===== src/pattern_gen_pkg.sv =====
// constants, state codes and beat layout for the test pattern generator
// assumes one clock domain shared with the csi-2 transmitter
package pattern_gen_pkg;

  // ****************************************
  // register addresses and page offsets
  // ****************************************
  localparam logic [7:0] ADDR_PAGE = 8'hB0;
  localparam logic [7:0] ADDR_OFFSET = 8'hB1;
  localparam logic [7:0] ADDR_DATA = 8'hB2;
  localparam logic [7:0] PAGE_PATGEN = 8'h00;
  localparam logic [7:0] OFS_CTL = 8'h01;
  localparam logic [7:0] OFS_CFG = 8'h02;
  localparam logic [7:0] OFS_CSI_ID = 8'h03;
  localparam logic [7:0] OFS_LINE_SIZE_HI = 8'h04;
  localparam logic [7:0] OFS_LINE_SIZE_LO = 8'h05;
  localparam logic [7:0] OFS_BAR_SIZE_HI = 8'h06;
  localparam logic [7:0] OFS_BAR_SIZE_LO = 8'h07;
  localparam logic [7:0] OFS_ACT_LINES_HI = 8'h08;
  localparam logic [7:0] OFS_ACT_LINES_LO = 8'h09;
  localparam logic [7:0] OFS_TOT_LINES_HI = 8'h0A;
  localparam logic [7:0] OFS_TOT_LINES_LO = 8'h0B;
  localparam logic [7:0] OFS_LINE_PD_HI = 8'h0C;
  localparam logic [7:0] OFS_LINE_PD_LO = 8'h0D;
  localparam logic [7:0] OFS_VBP = 8'h0E;
  localparam logic [7:0] OFS_VFP = 8'h0F;
  localparam logic [7:0] OFS_CFG_END = 8'h10;
  localparam logic [7:0] OFS_BLOCK_LEN = 8'h10;
  localparam logic [7:0] OFS_STATUS = 8'h11;
  localparam logic [7:0] OFS_PATTERN_BASE = 8'h20;

  // ****************************************
  // field positions
  // ****************************************
  localparam int CTL_ENABLE_BIT = 0;
  localparam int CFG_FIXED_BIT = 7;
  localparam int CFG_BARS_LSB = 4;
  localparam int ID_VC_LSB = 6;

  // ****************************************
  // reset values
  // ****************************************
  // byte i of the low page sits at bits [8*i +: 8]
  localparam logic [127:0] RST_CFG_BYTES = 128'h00000000_00000000_00000000_24300000;
  localparam logic [7:0] RST_BLOCK_LEN = 8'h03;
  localparam logic [7:0] RST_PATTERN_BYTE = 8'h00;

  // ****************************************
  // pattern and packet constants
  // ****************************************
  localparam logic [63:0] REF_BAR_BYTES = 64'h800FCC557FF033AA;
  localparam logic [5:0] DT_FRAME_START = 6'h00;
  localparam logic [5:0] DT_FRAME_END = 6'h01;
  localparam int PATTERN_MAX_BYTES = 16;

  // ****************************************
  // timing
  // ****************************************
  localparam int CLK_PERIOD_NS = 50;
  localparam int LINE_UNIT_NS = 10;
  localparam int LINE_UNIT_CYCLES = (LINE_UNIT_NS + CLK_PERIOD_NS - 1) / CLK_PERIOD_NS;

  // ****************************************
  // types
  // ****************************************
  typedef enum logic [2:0] {ST_IDLE, ST_WAIT, ST_FS, ST_FE, ST_HDR, ST_DATA} gen_state_t;

  typedef struct packed {
    logic header;
    logic [7:0] dataId;
    logic [15:0] wordCount;
    logic [7:0] payload;
    logic last;
  } csi_beat_t;

endpackage : pattern_gen_pkg

===== src/csi2_pattern_gen.sv =====
// csi-2 test pattern generator with indirect register page
// assumes it shares clk_sys with the csi-2 transmitter, which adds ecc and crc
`timescale 1ns/1ps
`default_nettype none
// How it works
// - colour bar or fixed pattern, selectable
// - first bars carry AA, 33, F0, 7F
// - last bar stretches to fill the line
// - one, two, four or eight bars
// - line and bar byte lengths programmable
// - line headers carry programmed datatype and channel
// - active and total lines per frame programmable
// - line period count sets line starts
// - front porch blank lines before frame end
// - back porch blank lines after frame start
// - runs on transmitter clock, no crossing
// - output is csi-2 packets, not raw bytes
// - fixed mode shares all frame geometry
// - fixed bars alternate data and inverse
// - fixed block up to sixteen bytes, cyclic
// - sixteen byte registers hold the block
// - configuration lives on indirect page zero
// - page, offset, data at B0, B1, B2
// - line period counted in link units
module csi2_pattern_gen #(
  parameter int UNIT_CYCLES = pattern_gen_pkg::LINE_UNIT_CYCLES
) (
  input wire logic clk_sys,
  input wire logic rst_n,
  input wire logic regWrite,
  input wire logic regRead,
  input wire logic [7:0] regAddr,
  input wire logic [7:0] regWdata,
  output logic [7:0] regRdata,
  output pattern_gen_pkg::csi_beat_t txBeat,
  output logic txValid,
  input wire logic txReady,
  output logic frameActive
);

  // ****************************************
  // indirect register access
  // ****************************************
  logic [7:0] page;
  logic [7:0] offset;
  logic [15:0][7:0] cfgByte;
  logic [7:0] blockLenReg;
  logic [15:0][7:0] patternBytes;
  pattern_gen_pkg::gen_state_t state;
  pattern_gen_pkg::gen_state_t next_state;

  wire dataAccess = regAddr == pattern_gen_pkg::ADDR_DATA && page == pattern_gen_pkg::PAGE_PATGEN;
  wire cfgWrite = regWrite && dataAccess && offset < pattern_gen_pkg::OFS_CFG_END;
  wire blkWrite = regWrite && dataAccess && offset == pattern_gen_pkg::OFS_BLOCK_LEN;
  wire patWrite = regWrite && dataAccess && offset[7:4] == pattern_gen_pkg::OFS_PATTERN_BASE[7:4];

  always_ff @(posedge clk_sys) begin
    if (!rst_n) begin
      page <= 8'h00;
      offset <= 8'h00;
    end else begin
      if (regWrite && regAddr == pattern_gen_pkg::ADDR_PAGE) page <= regWdata;
      if (regWrite && regAddr == pattern_gen_pkg::ADDR_OFFSET) offset <= regWdata;
    end
  end

  for (genvar i = 0; i < 16; i++) begin : g_cfg
    always_ff @(posedge clk_sys) begin
      if (!rst_n) begin
        cfgByte[i] <= pattern_gen_pkg::RST_CFG_BYTES[i*8 +: 8];
      end else if (cfgWrite && offset[3:0] == 4'(i)) begin
        cfgByte[i] <= regWdata;
      end
    end
  end

  always_ff @(posedge clk_sys) begin
    if (!rst_n) blockLenReg <= pattern_gen_pkg::RST_BLOCK_LEN;
    else if (blkWrite) blockLenReg <= regWdata;
  end

  pattern_byte_store #(.DEPTH(16)) u_store (
    .clk_sys(clk_sys),
    .rst_n(rst_n),
    .wrEn(patWrite),
    .wrIndex(offset[3:0]),
    .wrData(regWdata),
    .bytes(patternBytes)
  );

  // status shows frame activity and the sequencer state
  wire [7:0] statusByte = {4'h0, frameActive, state};
  wire [7:0] pageValue = (offset < pattern_gen_pkg::OFS_CFG_END) ? cfgByte[offset[3:0]] :
                         (offset == pattern_gen_pkg::OFS_BLOCK_LEN) ? blockLenReg :
                         (offset == pattern_gen_pkg::OFS_STATUS) ? statusByte :
                         (offset[7:4] == pattern_gen_pkg::OFS_PATTERN_BASE[7:4]) ? patternBytes[offset[3:0]] :
                         8'h00;
  wire [7:0] readValue = (regAddr == pattern_gen_pkg::ADDR_PAGE) ? page :
                         (regAddr == pattern_gen_pkg::ADDR_OFFSET) ? offset :
                         dataAccess ? pageValue : 8'h00;

  always_ff @(posedge clk_sys) begin
    if (!rst_n) regRdata <= 8'h00;
    else if (regRead) regRdata <= readValue;
  end

  // ****************************************
  // configuration fields
  // ****************************************
  wire enable = cfgByte[pattern_gen_pkg::OFS_CTL][pattern_gen_pkg::CTL_ENABLE_BIT];
  wire fixedMode = cfgByte[pattern_gen_pkg::OFS_CFG][pattern_gen_pkg::CFG_FIXED_BIT];
  wire [1:0] barsCode = cfgByte[pattern_gen_pkg::OFS_CFG][pattern_gen_pkg::CFG_BARS_LSB +: 2];
  wire [2:0] lastBar = 3'((4'd1 << barsCode) - 4'd1);
  wire [7:0] dataId = cfgByte[pattern_gen_pkg::OFS_CSI_ID];
  wire [15:0] lineSize = {cfgByte[pattern_gen_pkg::OFS_LINE_SIZE_HI], cfgByte[pattern_gen_pkg::OFS_LINE_SIZE_LO]};
  wire [15:0] barSize = {cfgByte[pattern_gen_pkg::OFS_BAR_SIZE_HI], cfgByte[pattern_gen_pkg::OFS_BAR_SIZE_LO]};
  wire [15:0] actLines = {cfgByte[pattern_gen_pkg::OFS_ACT_LINES_HI], cfgByte[pattern_gen_pkg::OFS_ACT_LINES_LO]};
  wire [15:0] totLines = {cfgByte[pattern_gen_pkg::OFS_TOT_LINES_HI], cfgByte[pattern_gen_pkg::OFS_TOT_LINES_LO]};
  wire [15:0] linePeriodCount = {cfgByte[pattern_gen_pkg::OFS_LINE_PD_HI], cfgByte[pattern_gen_pkg::OFS_LINE_PD_LO]};
  wire [7:0] vbp = cfgByte[pattern_gen_pkg::OFS_VBP];
  wire [7:0] vfp = cfgByte[pattern_gen_pkg::OFS_VFP];
  // zero or oversized lengths fall back to the full sixteen bytes
  wire [3:0] blockLenM1 = (blockLenReg == 8'h00 || blockLenReg > 8'h10) ? 4'hF : 4'(blockLenReg - 8'h01);

  // ****************************************
  // line timing and frame sequencing
  // ****************************************
  logic [15:0] lineSlot;
  logic [15:0] lineTimer;
  logic [15:0] unitCnt;
  logic [15:0] byteCnt;
  logic [15:0] barByteCnt;
  logic [2:0] barIdx;
  logic [3:0] blkIdx;
  pattern_gen_pkg::csi_beat_t next_beat;

  wire advance = !txValid || txReady;
  wire unitTick = unitCnt == 16'(UNIT_CYCLES - 1);
  // the final unit tick ends the slot, so a slot lasts exactly count units
  wire lineDone = state == pattern_gen_pkg::ST_WAIT &&
                  (lineTimer == 16'h0000 || (lineTimer == 16'h0001 && unitTick));
  wire [16:0] activeEnd = 17'(vbp) + 17'(actLines);
  wire [16:0] feSlot = activeEnd + 17'(vfp);
  wire frameWrap = lineDone && (17'(lineSlot) + 17'h00001 >= 17'(totLines));
  wire frameStart = state == pattern_gen_pkg::ST_IDLE && enable;
  wire slotStart = frameStart || (lineDone && !(frameWrap && !enable));
  wire [15:0] targetSlot = (state == pattern_gen_pkg::ST_IDLE || frameWrap) ? 16'h0000 : lineSlot + 16'h0001;
  wire lineEnd = byteCnt == lineSize - 16'h0001;
  wire emit = advance && state inside {pattern_gen_pkg::ST_FS, pattern_gen_pkg::ST_FE,
                                       pattern_gen_pkg::ST_HDR, pattern_gen_pkg::ST_DATA};

  // what a slot carries: frame end, an active line, or blanking
  function automatic pattern_gen_pkg::gen_state_t slotWork(input logic [15:0] slot);
    pattern_gen_pkg::gen_state_t work;
    work = pattern_gen_pkg::ST_WAIT;
    if (17'(slot) == feSlot) work = pattern_gen_pkg::ST_FE;
    else if (slot >= 16'(vbp) && 17'(slot) < activeEnd) work = pattern_gen_pkg::ST_HDR;
    return work;
  endfunction : slotWork

  always_comb begin
    next_state = state;
    case (state)
      pattern_gen_pkg::ST_IDLE: if (enable) next_state = pattern_gen_pkg::ST_FS;
      pattern_gen_pkg::ST_WAIT: begin
        if (lineDone && frameWrap) next_state = enable ? pattern_gen_pkg::ST_FS : pattern_gen_pkg::ST_IDLE;
        else if (lineDone) next_state = slotWork(targetSlot);
      end
      pattern_gen_pkg::ST_FS: if (advance) next_state = slotWork(lineSlot);
      pattern_gen_pkg::ST_FE: if (advance) next_state = pattern_gen_pkg::ST_WAIT;
      pattern_gen_pkg::ST_HDR: begin
        if (advance) next_state = (lineSize == 16'h0000) ? pattern_gen_pkg::ST_WAIT : pattern_gen_pkg::ST_DATA;
      end
      pattern_gen_pkg::ST_DATA: if (advance && lineEnd) next_state = pattern_gen_pkg::ST_WAIT;
      default: next_state = pattern_gen_pkg::ST_IDLE;
    endcase
  end

  always_ff @(posedge clk_sys) begin
    if (!rst_n) state <= pattern_gen_pkg::ST_IDLE;
    else state <= next_state;
  end

  // a line that overruns its period holds the timer at zero, so lines stretch, never overlap
  always_ff @(posedge clk_sys) begin
    if (!rst_n) begin
      lineSlot <= 16'h0000;
      lineTimer <= 16'h0000;
      unitCnt <= 16'h0000;
    end else if (slotStart) begin
      lineSlot <= targetSlot;
      lineTimer <= linePeriodCount;
      unitCnt <= 16'h0000;
    end else begin
      unitCnt <= unitTick ? 16'h0000 : unitCnt + 16'h0001;
      if (unitTick && lineTimer != 16'h0000) lineTimer <= lineTimer - 16'h0001;
    end
  end

  assign frameActive = state != pattern_gen_pkg::ST_IDLE;

  // ****************************************
  // byte generation
  // ****************************************
  wire barEnd = barByteCnt == barSize - 16'h0001 && barIdx != lastBar;
  wire [7:0] refByte = pattern_gen_pkg::REF_BAR_BYTES[{barIdx, 3'b000} +: 8];
  wire [7:0] fixRaw = patternBytes[blkIdx];
  wire [7:0] fixByte = fixRaw ^ {8{barIdx[0]}};
  wire [7:0] pixelByte = fixedMode ? fixByte : refByte;

  // counters are shared by both modes so geometry stays common
  always_ff @(posedge clk_sys) begin
    if (!rst_n || (emit && state == pattern_gen_pkg::ST_HDR)) begin
      byteCnt <= 16'h0000;
      barByteCnt <= 16'h0000;
      barIdx <= 3'h0;
      blkIdx <= 4'h0;
    end else if (emit && state == pattern_gen_pkg::ST_DATA) begin
      byteCnt <= byteCnt + 16'h0001;
      barByteCnt <= barEnd ? 16'h0000 : barByteCnt + 16'h0001;
      if (barEnd) barIdx <= barIdx + 3'h1;
      blkIdx <= (blkIdx == blockLenM1) ? 4'h0 : blkIdx + 4'h1;
    end
  end

  // ****************************************
  // packet beats to the transmitter
  // ****************************************
  always_comb begin
    next_beat = '0;
    case (state)
      pattern_gen_pkg::ST_FS: begin
        next_beat.header = 1'b1;
        next_beat.dataId = {dataId[pattern_gen_pkg::ID_VC_LSB +: 2], pattern_gen_pkg::DT_FRAME_START};
        next_beat.last = 1'b1;
      end
      pattern_gen_pkg::ST_FE: begin
        next_beat.header = 1'b1;
        next_beat.dataId = {dataId[pattern_gen_pkg::ID_VC_LSB +: 2], pattern_gen_pkg::DT_FRAME_END};
        next_beat.last = 1'b1;
      end
      pattern_gen_pkg::ST_HDR: begin
        next_beat.header = 1'b1;
        next_beat.dataId = dataId;
        next_beat.wordCount = lineSize;
        next_beat.last = lineSize == 16'h0000;
      end
      pattern_gen_pkg::ST_DATA: begin
        next_beat.payload = pixelByte;
        next_beat.last = lineEnd;
      end
      default: next_beat = '0;
    endcase
  end

  // same clock as the transmitter: a plain valid/ready register, no crossing
  always_ff @(posedge clk_sys) begin
    if (!rst_n) begin
      txBeat <= '0;
      txValid <= 1'b0;
    end else if (emit) begin
      txBeat <= next_beat;
      txValid <= 1'b1;
    end else if (txReady) begin
      txValid <= 1'b0;
    end
  end

  // ****************************************
  // checks
  // ****************************************
  a_first_bar_aa: assert property (@(posedge clk_sys) disable iff (!rst_n)
    emit && state == pattern_gen_pkg::ST_DATA && !fixedMode && barIdx == 3'h0 |=> txBeat.payload == 8'hAA)
    else $error("first reference bar byte wrong");
  a_fourth_bar_7f: assert property (@(posedge clk_sys) disable iff (!rst_n)
    emit && state == pattern_gen_pkg::ST_DATA && !fixedMode && barIdx == 3'h3 |=> txBeat.payload == 8'h7F)
    else $error("fourth reference bar byte wrong");
  a_last_bar_80: assert property (@(posedge clk_sys) disable iff (!rst_n)
    emit && state == pattern_gen_pkg::ST_DATA && !fixedMode && barIdx == 3'h7 |=> txBeat.payload == 8'h80)
    else $error("final reference bar byte wrong");
  a_bar_count_limit: assert property (@(posedge clk_sys) disable iff (!rst_n)
    state == pattern_gen_pkg::ST_DATA |-> barIdx <= lastBar)
    else $error("bar index beyond programmed count");
  a_line_length_end: assert property (@(posedge clk_sys) disable iff (!rst_n)
    emit && state == pattern_gen_pkg::ST_DATA && byteCnt == lineSize - 16'h0001
    |=> txValid && txBeat.last ##0 state == pattern_gen_pkg::ST_WAIT)
    else $error("line did not end at programmed length");
  a_header_ids: assert property (@(posedge clk_sys) disable iff (!rst_n)
    emit && state == pattern_gen_pkg::ST_HDR |=> txBeat.header && txBeat.dataId == $past(dataId)
    && txBeat.wordCount == $past(lineSize))
    else $error("long packet header fields wrong");
  a_fixed_inverse: assert property (@(posedge clk_sys) disable iff (!rst_n)
    emit && state == pattern_gen_pkg::ST_DATA && fixedMode && barIdx[0] |=> txBeat.payload == ~$past(fixRaw))
    else $error("odd fixed bar not inverted");
  a_block_wraps: assert property (@(posedge clk_sys) disable iff (!rst_n)
    emit && state == pattern_gen_pkg::ST_DATA && blkIdx == blockLenM1 && !lineEnd |=> blkIdx == 4'h0)
    else $error("fixed block did not wrap");
  a_idle_stays: assert property (@(posedge clk_sys) disable iff (!rst_n)
    state == pattern_gen_pkg::ST_IDLE && !enable |=> state == pattern_gen_pkg::ST_IDLE && !txValid)
    else $error("frame started while disabled");
  a_tx_holds: assert property (@(posedge clk_sys) disable iff (!rst_n)
    txValid && !txReady |=> txValid && $stable(txBeat))
    else $error("beat changed under back-pressure");

  c_frame_end: cover property (@(posedge clk_sys) disable iff (!rst_n) emit && state == pattern_gen_pkg::ST_FE);
  c_fixed_data: cover property (@(posedge clk_sys) disable iff (!rst_n)
    emit && state == pattern_gen_pkg::ST_DATA && fixedMode && barIdx[0]);
  c_frame_wrap: cover property (@(posedge clk_sys) disable iff (!rst_n) frameWrap && enable);

endmodule : csi2_pattern_gen
`default_nettype wire


===== src/pattern_byte_store.sv =====
// sixteen byte registers holding the fixed pattern block
// assumes writes come from the indirect register decode of the generator
`timescale 1ns/1ps
`default_nettype none
module pattern_byte_store #(
  parameter int DEPTH = pattern_gen_pkg::PATTERN_MAX_BYTES
) (
  input wire logic clk_sys,
  input wire logic rst_n,
  input wire logic wrEn,
  input wire logic [$clog2(DEPTH)-1:0] wrIndex,
  input wire logic [7:0] wrData,
  output logic [DEPTH-1:0][7:0] bytes
);
  localparam int AW = $clog2(DEPTH);

  // ****************************************
  // one register per byte position
  // ****************************************
  for (genvar i = 0; i < DEPTH; i++) begin : g_byte
    always_ff @(posedge clk_sys) begin
      if (!rst_n) begin
        bytes[i] <= pattern_gen_pkg::RST_PATTERN_BYTE;
      end else if (wrEn && wrIndex == AW'(i)) begin
        bytes[i] <= wrData;
      end
    end
  end
endmodule : pattern_byte_store
`default_nettype wire


===== config.mk =====
export PLATFORM = sky130hd
export DESIGN_NAME = csi2_pattern_gen
export DESIGN_NICKNAME = d
export VERILOG_FILES = /design/src/pattern_gen_pkg.sv /design/src/csi2_pattern_gen.sv /design/src/pattern_byte_store.sv
export SDC_FILE = /design/constraint.sdc
export NUM_CORES = 1
export LEC_CHECK = 0
export ABC_AREA = 0
export BUFFER_PORTS_ARGS = -buffer_cell sky130_fd_sc_hd__buf_2
export CAP_MARGIN = 20
export CORE_MARGIN = 1.5
export CORE_UTILIZATION = 70
export CTS_BUF_LIST = sky130_fd_sc_hd__clkbuf_4 sky130_fd_sc_hd__clkbuf_8
export CTS_CLUSTER_DIAMETER = 80
export DETAILED_ROUTE_END_ITERATION = 8
export HOLD_SLACK_MARGIN = 0.05
export PLACE_DENSITY_LB_ADDON = 0.1
export SETUP_SLACK_MARGIN = 0.15
export SLEW_MARGIN = 20
export SYNTH_ARGS = -nofsm -noshare
export SYNTH_HDL_FRONTEND = slang
export SYNTH_HIERARCHICAL = 1
export SYNTH_SLANG_ARGS = --single-unit

===== constraint.sdc =====
create_clock -name clk_sys -period 9.3 [get_ports clk_sys]
set_input_delay 0.465 -clock clk_sys [delete_from_list [all_inputs] [get_ports clk_sys]]
set_output_delay 0.465 -clock clk_sys [all_outputs]
set_load 0.01 [all_outputs]

==> out/summary.log, run 1 <==
INFO  synthesis      synth-compound-area-share=13.2%
INFO  synthesis      synth_fp_nets=2871
INFO  detailed_routing dr.first_iter.drc_count=2167
INFO  power_and_ir_drop power.ir.vdd_worst=0.000157V
INFO  cts            clk-insertion-delay-late=0.67ns
INFO  cts            number_of_cts_inserted_buffers=69
INFO  cts            clk_root_buffer_cell=sky130_fd_sc_hd__clkbuf_8
INFO  power_and_ir_drop proportion_of_power_drawn_by_combinational_gates=13.2%
INFO  power_and_ir_drop power_density_relative_to_cell_area=157nW/um2
INFO  detailed_routing top_sig_layer=met5
INFO  final_layout   layout.nets=2848
INFO  floorplan      coreArea=34700um2
INFO  critical_path  worst_setup_path_start_kind=flop
INFO  cts            clock_tree_from_tritoncts=built
INFO  run            drv.max_cap_violation_count=0
INFO  timing         achievable-frequency=156MHz
INFO  global_routing grt_overflow_total=0
INFO  critical_path  timing.critical_path.max_delay_family=compound AO/OA/AOI/OAI gates
INFO  place          port-buffer-count=64
INFO  final_layout   layout-drive-gt1-share=13.3%
INFO  synthesis      postSynthCellCount=2754
INFO  timing         grt_setup_unrepaired=false
INFO  detailed_routing route.met3.wl=6.85mm
INFO  cts            cts_buffer_depth=3
INFO  cts            path_clk_slew=0.07ns
INFO  power_and_ir_drop power.switching=1.19mW
INFO  synthesis      synthesis.area=24800um2
INFO  power_and_ir_drop clock_power_share=42.4%
INFO  place          routabilityCongestion=1.00
INFO  detailed_routing detailed_route_wirelength_on_metal2=34.7mm
INFO  synthesis      multiplexer_fraction_of_the_synthesized_cell_area=17.7%
INFO  power_and_ir_drop power_report.internal_total=2.98mW
INFO  synthesis      synth_top_family_by_area=simple AND/OR/NAND/NOR gates
INFO  floorplan      rows=68
INFO  critical_path  timing_worst_setup_path_type=reg -> reg
INFO  detailed_routing count_of_antenna_violating_nets_left_after_detailed_routing=0
INFO  synthesis      yosys_warnings=6
INFO  floorplan      die_height=191um
INFO  cts            cts.htree.levels=3
INFO  synthesis      synth-xor-area-share=6.35%
INFO  global_routing track_usage=40.9%
INFO  synthesis      dominantRegCellSynth=sky130_fd_sc_hd__dfxtp_1
INFO  critical_path  cp.required=9.83ns
INFO  power_and_ir_drop swShare=28.6%
INFO  final_layout   post-route-cell-area=26600um2
INFO  detailed_routing drtPass1Iterations=6
INFO  timing         timing.setup.tns=0ns
INFO  timing         slew-limit-headroom=29.3%
INFO  synthesis      synth_area_in_adders=4.90%
INFO  final_layout   flow.area_growth_from_synthesis=7.19%
INFO  synthesis      yosys.area_share.simple=20.0%
INFO  timing         layout_worst_path_cycle_share=68.7%
INFO  floorplan      die-area=36600um2
INFO  critical_path  crit_buf_inv=1
INFO  final_layout   final_common_cell=sky130_fd_sc_hd__nand2_1
INFO  timing         timing_hold_violations_final=0
INFO  cts            postCtsHoldBufs=0
INFO  floorplan      start_util=71.5%
INFO  floorplan      chip_width=191um
INFO  global_routing antenna_found_initial=4
INFO  hold_path      hold_class=in -> reg
INFO  outcome        status=finished clean
INFO  place          placement.setup.worst_slack=3.14ns
INFO  place          detailed_placer_s_ending_hpwl=50.9mm
INFO  timing         slew_at_the_pin_closest_to_its_max_slew_limit=1.05ns
INFO  global_routing number_of_global_route_vias_before_repair=20839
INFO  critical_path  critPathMaxStageDelay=0.66ns
INFO  critical_path  crit_arrival=6.92ns
INFO  synthesis      asyncSetResetFlopFracSynth=0%
INFO  place          post_dp_cell_area=25100um2
INFO  cts            cts.sinks=413
INFO  detailed_routing wl_per_cell=23.0um
INFO  global_routing grt_pass1_wl=115mm
INFO  timing         setup_violations=0
INFO  critical_path  crit_path_cell_trace=nand2_1, nor4_1, nand3_1, xor2_1, inv_1, ha_1, nand3_1, nor2_1, o311ai_0, and3_1, a31o_2, nand2_1, ha_1, nand2b_1, a21o_1, a21o_1, a21o_1, a21o_1, a21o_1, a21oi_1, nor2b_1, o32ai_1, nor3b_1, o31a_1
INFO  power_and_ir_drop power.static_leakage=10.0nW
INFO  detailed_routing drc_errors=0
INFO  cts            number_of_setup_buffers_added_after_cts=0
INFO  synthesis      seq_area_frac_synth=33.3%
INFO  final_layout   final_cell_mix=505 x sky130_fd_sc_hd__nand2_1, 410 x sky130_fd_sc_hd__dfxtp_1, 169 x sky130_fd_sc_hd__mux2i_1, 148 x sky130_fd_sc_hd__nor2_1, 140 x sky130_fd_sc_hd__a21boi_0
INFO  detailed_routing route.final.wire_length=74.6mm
INFO  critical_path  timing.critical_path.slowest_stage_cell=sky130_fd_sc_hd__o32ai_1
INFO  synthesis      synth-edff-count=0
INFO  timing         fin_worst_skew=0.0491ns
INFO  cts            post_cts_resize_count=0
INFO  critical_path  cp_max_fo=13
INFO  critical_path  crit_path_frequent_cell=sky130_fd_sc_hd__a21o_1
INFO  detailed_routing met1Wirelength=28.1mm
INFO  detailed_routing drt-vias-per-instance=6.65
INFO  timing         timing.final.max_slew_violations=0
INFO  synthesis      syn_avg_cell_area=9.01um2
INFO  power_and_ir_drop seq_pwr_share=44.4%
INFO  detailed_routing routed-via-count=21528
INFO  floorplan      design.portCount=65
INFO  critical_path  critical_path_endpoint_category=flop
INFO  synthesis      synth_seq_cells=413
INFO  timing         timing.final.ws_setup=2.91ns
INFO  global_routing grt_start_max_net_pins=132
INFO  timing         layout_min_cycle_time=6.39ns
INFO  synthesis      synth.lib_cells_used.distinct=88
-- layout make-up --
cell class / instances / area [um2]
Antenna cell: 2 / 5.00
Clock buffer: 106 / 1320
Clock inverter: 14 / 168
Fill cell: 2386 / 8120
Inverter: 86 / 323
Multi-Input combinational cell: 2078 / 15500
Sequential cell: 413 / 8280
Tap cell: 455 / 569
Timing Repair Buffer: 83 / 473
-- final timing paths --
| kind | start | endpoint | depth (start not counted) | slack [ns] |
|---|---|---|---|---|
| max | lineSlot[5] | state[2] | 24 | 2.91 |
| min | regRead | regRdata[7] | 3 | 0.27 |
| max reg2reg | lineSlot[5] | state[2] | 24 | 2.91 |
| min reg2reg | cfgByte[12] | cfgByte[12] | 2 | 0.47 |
-- per-layer routing --
metal / vias up / track usage (%)
met1: 10349 / 50.3
li1: 9715 / -
met4: 2 / 26.7
met5: - / 0
met2: 1151 / 65.1
met3: 311 / 8.78
-- stage by stage --
stage	power, mW	cells	util [%]	hold slack [ns]
3_5_place_dp	2.43	3115	72.3	0.457
3_3_place_gp	2.41	3115	72.3	0.447
2_1_floorplan	2.29	2754	-	0.438
6_report	4.18	3237	76.6	0.269
5_1_grt	4.30	3235	76.6	0.300
4_1_cts	4.16	3235	76.6	0.238
-- cells in the mapped netlist (all sizes together) (36+ instances only) --
library cell,number,area share (%)
a21boi,140,4.2
a21oi,68,1.4
buf,36,0.79
clkbuf,141,2.4
dfxtp,413,33
ha,94,4.7
inv,85,1.3
mux2i,169,6.8
mux4,120,11
nand2,506,7.7
nand3,62,1.3
nor2,157,2.5
nor2b,100,2.5
nor3,48,0.97
o21ai,44,0.89
xnor2,94,3.3
xor2,80,2.9
-- cell families after synthesis --
group                      Yosys count
DFF                                413
xor gates and xnor gates           176
adders and majority gates           96
AOI/OAI and AO/OA                  456
and+or+nand+nor                   1061
buffers and inverters              263
muxes                              289
-- power groups by stage --
stage / sequential [mW] / combinational [mW] / clock, mW
finish: 1.86 / 0.553 / 1.77
global route: 1.86 / 0.599 / 1.84
CTS: 1.85 / 0.543 / 1.76
detailed placement: 1.89 / 0.537 / 0
global placement: 1.89 / 0.522 / 0
floorplan: 1.88 / 0.413 / 0
-- state kept, by name (all words and copies together), names as in the netlist, 8 cells and up --
register / flops
dataId: 8
lineTimer: 16
regRdata: 8
byteCnt: 16
page: 8
vfp: 8
u_store/bytes: 128
cfgByte: 70
txBeat: 34
barByteCnt: 16
actLines: 16
unitCnt: 16
vbp: 8
barSize: 16
offset: 8
lineSlot: 16
blockLenReg: 8
-- tightest hold or removal path, cell delays in order --
cell	delay, ns
sky130_fd_sc_hd__buf_2	0.20
sky130_fd_sc_hd__o211ai_1	0.11
sky130_fd_sc_hd__a21boi_0	0.08
Power figures use the tool's default switching activity.
==> run 2, diff against run 1 <==
Settings changed: CORE_UTILIZATION 70 to 65.
Clock period 9.3 ns to 6.4 ns, I/O delays scaled along.
==> run 2 against run 1 <==
Setup slack got worse by 2.2 ns. Count of clock-buffer cells in the layout shrank 2. Total power grew 45%. Combinational power grew 45%. Largest power group unchanged.
==> out/summary.log, run 2 (synthesized netlist as in run 1, its figures left out) <==
INFO  detailed_routing dr.first_iter.drc_count=1748
INFO  hold_path      cell_count_of_the_worst_hold_path=3
INFO  critical_path  critical_path.reg2reg.startpoint=lineSlot[0]
INFO  critical_path  reg2reg_slack=0.71ns
INFO  critical_path  timing_worst_setup_path_type=reg -> reg
INFO  power_and_ir_drop total_power=6.04mW
INFO  floorplan      die-area=39400um2
INFO  hold_path      hold_path_startpoint=regRead
INFO  cts            postCtsHoldBufs=0
INFO  detailed_routing route.final.wire_length=73.4mm
INFO  detailed_routing top_sig_layer=met5
INFO  critical_path  critical_path_endpoint_category=flop
INFO  final_layout   post-route-util=70.9%
INFO  timing         fin_worst_skew=0.0319ns
INFO  critical_path  worstReg2RegEnd=state[2]
INFO  final_layout   diode_count=0
INFO  timing         slew-limit-headroom=21.7%
INFO  detailed_routing count_of_antenna_violating_nets_left_after_detailed_routing=0
INFO  timing         achievable-frequency=176MHz
INFO  outcome        status=finished clean
INFO  global_routing grt_start_max_net_pins=156
INFO  timing         setup_violations=0
INFO  critical_path  crit_buf_inv=1
INFO  final_layout   layout-drive-gt1-share=13.5%
INFO  timing         timing.final.max_slew_violations=0
INFO  cts            cts.sinks=413
INFO  timing         hold_ws=0.131ns
INFO  critical_path  cp_max_fo=13
INFO  timing         layout_worst_path_cycle_share=89.0%
INFO  detailed_routing met1Wirelength=29.2mm
INFO  detailed_routing drtPass1Iterations=5
INFO  cts            cts.htree.levels=3
INFO  detailed_routing route.met3.wl=5.39mm
INFO  global_routing antenna_found_initial=3
INFO  critical_path  timing.critical_path.slowest_stage_cell=sky130_fd_sc_hd__dfxtp_1
INFO  critical_path  worst_setup_path_start_kind=flop
INFO  final_layout   filler_cell_count=2938
INFO  detailed_routing wl_per_cell=22.3um
INFO  final_layout   final_cell_mix=505 x sky130_fd_sc_hd__nand2_1, 410 x sky130_fd_sc_hd__dfxtp_1, 169 x sky130_fd_sc_hd__mux2i_1, 148 x sky130_fd_sc_hd__nor2_1, 140 x sky130_fd_sc_hd__a21boi_0
INFO  final_layout   final_common_cell=sky130_fd_sc_hd__nand2_1
INFO  hold_path      hold_class=in -> reg
INFO  critical_path  timing.critical_path.max_delay_family=compound AO/OA/AOI/OAI gates
INFO  floorplan      die_height=198um
INFO  cts            number_of_cts_inserted_buffers=70
INFO  detailed_routing drc_errors=0
INFO  timing         timing_hold_violations_final=0
INFO  critical_path  rr_worst_depth=25
INFO  cts            path_clk_slew=0.06ns
INFO  floorplan      rows=71
INFO  final_layout   largestRegisters=u_store/bytes (128), cfgByte (70), txBeat (34)
INFO  place          detailed_placer_s_ending_hpwl=51.6mm
INFO  floorplan      coreArea=37700um2
INFO  place          port-buffer-count=64
INFO  timing         slew_at_the_pin_closest_to_its_max_slew_limit=1.17ns
INFO  global_routing grt_pass1_wl=113mm
INFO  final_layout   layout.area.seq=8280um2
INFO  timing         layout_min_cycle_time=5.69ns
INFO  power_and_ir_drop power.static_leakage=10.1nW
INFO  final_layout   flip_flop_count_of_the_largest_register_after_layout=128
INFO  cts            clock_tree_from_tritoncts=built
INFO  hold_path      hold_path_end=regRdata[7]
INFO  place          routabilityCongestion=0.966
INFO  cts            clk-insertion-delay-late=0.65ns
INFO  power_and_ir_drop power.ir.vdd_worst=0.000194V
INFO  final_layout   layout.nets=2853
INFO  detailed_routing detailed_route_wirelength_on_metal2=34.3mm
INFO  global_routing number_of_global_route_vias_before_repair=20359
INFO  cts            cts_buffer_depth=3
INFO  final_layout   regMostFlops=u_store/bytes
INFO  critical_path  critPathMaxStageDelay=0.52ns
INFO  floorplan      start_util=65.9%
INFO  cts            clk_root_buffer_cell=sky130_fd_sc_hd__clkbuf_8
INFO  critical_path  cp.required=6.94ns
INFO  final_layout   multi_input_area=15500um2
INFO  final_layout   flow.area_growth_from_synthesis=7.65%
INFO  run            drv.max_cap_violation_count=0
INFO  timing         grt_setup_unrepaired=false
INFO  detailed_routing drt-vias-per-instance=6.41
INFO  critical_path  crit_arrival=6.23ns
INFO  timing         timing.setup.tns=0ns
INFO  floorplan      design.portCount=65
INFO  floorplan      chip_width=198um
INFO  global_routing grt_overflow_total=0
INFO  detailed_routing routed-via-count=21101
INFO  global_routing track_usage=37.4%
INFO  critical_path  crit_path_frequent_cell=sky130_fd_sc_hd__a21o_1
INFO  power_and_ir_drop power_density_relative_to_cell_area=226nW/um2
[run 2: changes by cell type in the layout (fill, tap and decap cells not counted), moves of 2 or more]
cell                         delta
sky130_fd_sc_hd__clkbuf_4       -2
sky130_fd_sc_hd__inv_8          +2
sky130_fd_sc_hd__buf_4          +3
sky130_fd_sc_hd__diode_2        -2
sky130_fd_sc_hd__inv_6          -3
sky130_fd_sc_hd__clkinvlp_4     +2
[run 2: how the worst max path moves through the flow]
stage | startpoint | endpoint | slack [ns] | cells after the start
finish | lineSlot[0] | state[2] | 0.71 | 25
global route | lineSlot[0] | state[2] | 0.27 | 25
CTS | lineSlot[0] | state[2] | 0.52 | 25
detailed placement | lineSlot[2] | state[2] | 0.53 | 24
global placement | lineSlot[0] | state[2] | 0.63 | 25
floorplan | lineSlot[3] | state[0] | 1.31 | 25
[run 2: worst reg2reg max path, stage by stage (launching register included)]
cell,delay [ns]
sky130_fd_sc_hd__dfxtp_1,0.52
sky130_fd_sc_hd__ha_1,0.27
sky130_fd_sc_hd__nand4_1,0.20
sky130_fd_sc_hd__nor2_1,0.18
sky130_fd_sc_hd__and4_1,0.23
sky130_fd_sc_hd__xnor2_1,0.30
sky130_fd_sc_hd__inv_1,0.10
sky130_fd_sc_hd__ha_1,0.31
sky130_fd_sc_hd__a211oi_1,0.22
sky130_fd_sc_hd__o21bai_1,0.10
sky130_fd_sc_hd__a21oi_1,0.20
sky130_fd_sc_hd__nand3b_1,0.17
sky130_fd_sc_hd__a31o_2,0.35
sky130_fd_sc_hd__nand2_1,0.16
sky130_fd_sc_hd__ha_1,0.29
sky130_fd_sc_hd__nand2b_1,0.15
sky130_fd_sc_hd__a21o_1,0.18
sky130_fd_sc_hd__a21o_1,0.18
sky130_fd_sc_hd__a21o_1,0.17
sky130_fd_sc_hd__a21o_1,0.17
sky130_fd_sc_hd__a21o_1,0.18
sky130_fd_sc_hd__a21oi_1,0.18
sky130_fd_sc_hd__nor2b_1,0.08
sky130_fd_sc_hd__o32ai_2,0.33
sky130_fd_sc_hd__nor3b_1,0.09
sky130_fd_sc_hd__o31a_1,0.28
[run 2: metal layers]
metal	track usage, %	vias up
met3	6.78	263
met2	59.9	884
li1	-	9718
met1	47.1	10234
met4	22.7	2
met5	0	-
[run 2: power by group]
group,switching (mW),internal [mW]
Combinational,0.500,0.303
Clock,1.12,1.42
Sequential,0.0613,2.63
[run 2: area by class of cell]
type | instances | area share [%]
clock buffer | 104 | 4.87
clock inverter | 14 | 0.660
inverter | 86 | 1.21
multi-input combinational | 2078 | 58.0
sequential | 413 | 31.0
tap | 511 | 2.39
timing repair buffer | 87 | 1.93
[run 2: repair_timing]
item,4_1_cts,5_1_grt
buffers inserted,0,0
resized for setup,0,2
hold endpoints to repair,0,0
endpoints found under the setup margin,0,1
[run 2: stage by stage]
stage	cell area, um2	setup slack (ns)	cells
5_1_grt	26700	0.272	3293
6_report	26700	0.705	3293
3_3_place_gp	25200	0.629	3175
4_1_cts	26700	0.520	3293
3_5_place_dp	25200	0.533	3175
2_1_floorplan	24800	1.31	2754
==> run 3, diff against run 2 <==
--- a/config.mk
+++ b/config.mk
@@ -9,4 +9,5 @@
 export BUFFER_PORTS_ARGS = -buffer_cell sky130_fd_sc_hd__buf_2
 export CAP_MARGIN = 20
+export CORE_ASPECT_RATIO = 1.5
 export CORE_MARGIN = 1.5
 export CORE_UTILIZATION = 65
==> constraint.sdc (replaced) <==
create_clock -name clk_sys -period 6.4 [get_ports clk_sys]
set_input_delay 0.32 -clock clk_sys [delete_from_list [all_inputs] [get_ports clk_sys]]
set_output_delay 0.32 -clock clk_sys [all_outputs]
set_load 0.05 [all_outputs]
==> run 3 against run 2 <==
Combinational power rose by 6.8%. Flip-flop and latch count did not move. Non-clock buffer count fell by 3. Critical path depth did not move. Routed wire length fell by 0.62%. Clock power fell by 5%. Core utilization fell by 0.38 points. Hold slack got worse by 0.040 ns. Clock skew rose by 0.0058 ns. Register-to-register slack got worse by 0.08 ns. Count of clock-buffer cells in the layout fell by 11. Largest power group unchanged.
==> out/summary.log, run 3 (synthesized netlist as in run 1, its figures left out) <==
INFO  power_and_ir_drop power.ir.vdd_worst=0.000231V
INFO  outcome        status=finished clean
INFO  place          placement.setup.worst_slack=0.578ns
INFO  critical_path  reg2reg_slack=0.63ns
INFO  critical_path  critical_path.reg2reg.startpoint=lineSlot[0]
INFO  cts            number_of_cts_inserted_buffers=66
INFO  timing         timing.setup.tns=0ns
INFO  final_layout   regMostFlops=u_store/bytes
INFO  final_layout   final_common_cell=sky130_fd_sc_hd__nand2_1
INFO  global_routing antenna_found_initial=2
INFO  critical_path  worstReg2RegEnd=state[2]
INFO  power_and_ir_drop power.static_leakage=9.98nW
INFO  timing         fin_worst_skew=0.0377ns
INFO  final_layout   finalNonFillerCells=3261
INFO  place          routabilityCongestion=0.999
INFO  final_layout   flip_flop_count_of_the_largest_register_after_layout=128
INFO  cts            number_of_setup_buffers_added_after_cts=0
INFO  critical_path  rr_worst_depth=25
INFO  hold_path      cell_count_of_the_worst_hold_path=3
INFO  floorplan      coreArea=37700um2
INFO  final_layout   largestRegisters=u_store/bytes (128), cfgByte (70), txBeat (34)
INFO  timing         hold_ws=0.0914ns
INFO  final_layout   flow.area_growth_from_synthesis=7.07%
INFO  timing         achievable-frequency=173MHz
INFO  detailed_routing drc_errors=0
INFO  floorplan      rows=87
INFO  final_layout   final_cell_mix=505 x sky130_fd_sc_hd__nand2_1, 410 x sky130_fd_sc_hd__dfxtp_1, 169 x sky130_fd_sc_hd__mux2i_1, 148 x sky130_fd_sc_hd__nor2_1, 140 x sky130_fd_sc_hd__a21boi_0
INFO  timing         grt_setup_unrepaired=false
INFO  place          port-buffer-count=64
INFO  power_and_ir_drop power_density_relative_to_cell_area=224nW/um2
INFO  floorplan      start_util=65.9%
INFO  cts            postCtsHoldBufs=0
INFO  global_routing grt_start_max_net_pins=148
INFO  floorplan      die-area=39400um2
INFO  detailed_routing wl_per_cell=22.4um
INFO  hold_path      hold_class=in -> reg
INFO  floorplan      die_height=242um
INFO  critical_path  crit_arrival=6.29ns
INFO  detailed_routing route.final.wire_length=72.9mm
INFO  cts            clk_root_buffer_cell=sky130_fd_sc_hd__clkbuf_8
INFO  timing         layout_min_cycle_time=5.77ns
INFO  cts            cts.htree.levels=3
INFO  detailed_routing routed-via-count=21064
INFO  critical_path  worst_setup_path_start_kind=flop
INFO  cts            clock_tree_from_tritoncts=built
INFO  cts            cts.sinks=413
INFO  critical_path  critical_path_endpoint_category=flop
INFO  final_layout   layout-drive-gt1-share=13.1%
INFO  timing         layout_worst_path_cycle_share=90.2%
INFO  final_layout   layout.nets=2846
INFO  floorplan      chip_width=163um
INFO  critical_path  cp.required=6.91ns
INFO  place          detailed_placer_s_ending_hpwl=51.3mm
INFO  global_routing number_of_global_route_vias_before_repair=21135
INFO  timing         setup_violations=0
INFO  cts            post_cts_resize_count=0
INFO  timing         timing_hold_violations_final=0
INFO  critical_path  timing_worst_setup_path_type=reg -> reg
INFO  timing         timing.final.ws_setup=0.625ns
INFO  detailed_routing count_of_antenna_violating_nets_left_after_detailed_routing=0
INFO  final_layout   filler_cell_count=3040
INFO  critical_path  cp_max_fo=13
INFO  timing         timing.final.max_slew_violations=0
INFO  cts            clk-insertion-delay-late=0.65ns
INFO  global_routing grt_pass1_wl=114mm
INFO  floorplan      design.portCount=65
INFO  hold_path      hold_path_startpoint=regRead
INFO  place          post-place-cells=3150
INFO  global_routing grt_overflow_total=0
INFO  run            drv.max_cap_violation_count=0
INFO  detailed_routing drt-vias-per-instance=6.46
INFO  cts            path_clk_slew=0.07ns
INFO  detailed_routing dr.first_iter.drc_count=1914
INFO  detailed_routing drtPass1Iterations=7
INFO  global_routing track_usage=37.4%
INFO  cts            cts_buffer_depth=3
INFO  timing         slew_at_the_pin_closest_to_its_max_slew_limit=1.09ns
INFO  hold_path      hold_path_end=regRdata[6]
INFO  timing         slew-limit-headroom=27.1%
## run 3: cell types whose count changed in the layout (fill, tap and decap cells not counted)
cell,change
sky130_fd_sc_hd__diode_2,+2
sky130_fd_sc_hd__nor3_2,+1
sky130_fd_sc_hd__inv_8,-1
sky130_fd_sc_hd__clkbuf_8,-4
sky130_fd_sc_hd__buf_4,-3
sky130_fd_sc_hd__clkbuf_4,-7
sky130_fd_sc_hd__clkinv_8,-1
sky130_fd_sc_hd__clkinvlp_4,+3
sky130_fd_sc_hd__inv_6,+1
sky130_fd_sc_hd__nor3_1,-1
## run 3: routing by layer
metal	track usage, %	up-vias	wire length (um)
li1	-	9706	-
met1	40.5	10120	26400
met2	63.9	884	36100
met3	6.87	354	4460
met4	29.0	0	6030
met5	0	-	0
## run 3: worst max path at each step
| stage | startpoint | end | slack, ns | depth (start not counted) |
|---|---|---|---|---|
| 6_report | lineSlot[0] | state[2] | 0.63 | 25 |
| 5_1_grt | lineSlot[0] | state[2] | 0.27 | 25 |
| 4_1_cts | lineSlot[0] | state[2] | 0.53 | 25 |
| 3_5_place_dp | lineSlot[0] | state[2] | 0.58 | 25 |
| 3_3_place_gp | lineSlot[5] | state[2] | 0.64 | 24 |
| 2_1_floorplan | lineSlot[3] | state[0] | 1.31 | 25 |
## run 3: power by group
group / internal [mW] / switching (mW)
sequential: 2.63 / 0.0552
clock: 1.32 / 1.09
combinational: 0.306 / 0.552
## run 3: area by class of cell
type | count | area [um2] | share of cell area (%)
inverter | 86 | 323 | 1.21
clock inverter | 16 | 180 | 0.678
sequential | 413 | 8280 | 31.2
antenna | 2 | 5.00 | 0.0188
tap | 489 | 612 | 2.30
multi-input combinational | 2078 | 15500 | 58.3
clock buffer | 93 | 1190 | 4.49
timing repair buffer | 84 | 493 | 1.86
## run 3: worst max-delay path, cell delays in order, from the launching register on
cell and delay (ns):
sky130_fd_sc_hd__dfxtp_1 0.51, sky130_fd_sc_hd__ha_1 0.27, sky130_fd_sc_hd__nand4_1 0.29, sky130_fd_sc_hd__nor2_1 0.22
sky130_fd_sc_hd__and4_1 0.23, sky130_fd_sc_hd__xnor2_1 0.25, sky130_fd_sc_hd__inv_1 0.10, sky130_fd_sc_hd__ha_1 0.30
sky130_fd_sc_hd__a211oi_1 0.20, sky130_fd_sc_hd__o21bai_1 0.10, sky130_fd_sc_hd__a21oi_1 0.17, sky130_fd_sc_hd__nand3b_1 0.19
sky130_fd_sc_hd__a31o_2 0.35, sky130_fd_sc_hd__nand2_1 0.20, sky130_fd_sc_hd__ha_1 0.31, sky130_fd_sc_hd__nand2b_1 0.14
sky130_fd_sc_hd__a21o_1 0.17, sky130_fd_sc_hd__a21o_1 0.16, sky130_fd_sc_hd__a21o_1 0.17, sky130_fd_sc_hd__a21o_1 0.19
sky130_fd_sc_hd__a21o_1 0.18, sky130_fd_sc_hd__a21oi_1 0.15, sky130_fd_sc_hd__nor2b_1 0.07, sky130_fd_sc_hd__o32ai_2 0.34
sky130_fd_sc_hd__nor3b_1 0.09, sky130_fd_sc_hd__o31a_1 0.28
## run 3: per-stage QoR
stage | area, um2 | utilization (%) | total power, mW
final | 26600 | 70.5 | 5.95
after global routing | 26600 | 70.5 | 6.16
after CTS | 26500 | 70.5 | 5.96
after detailed placement | 25200 | 66.8 | 3.57
after global placement | 25200 | 66.8 | 3.55
after floorplan | 24800 | - | 3.36
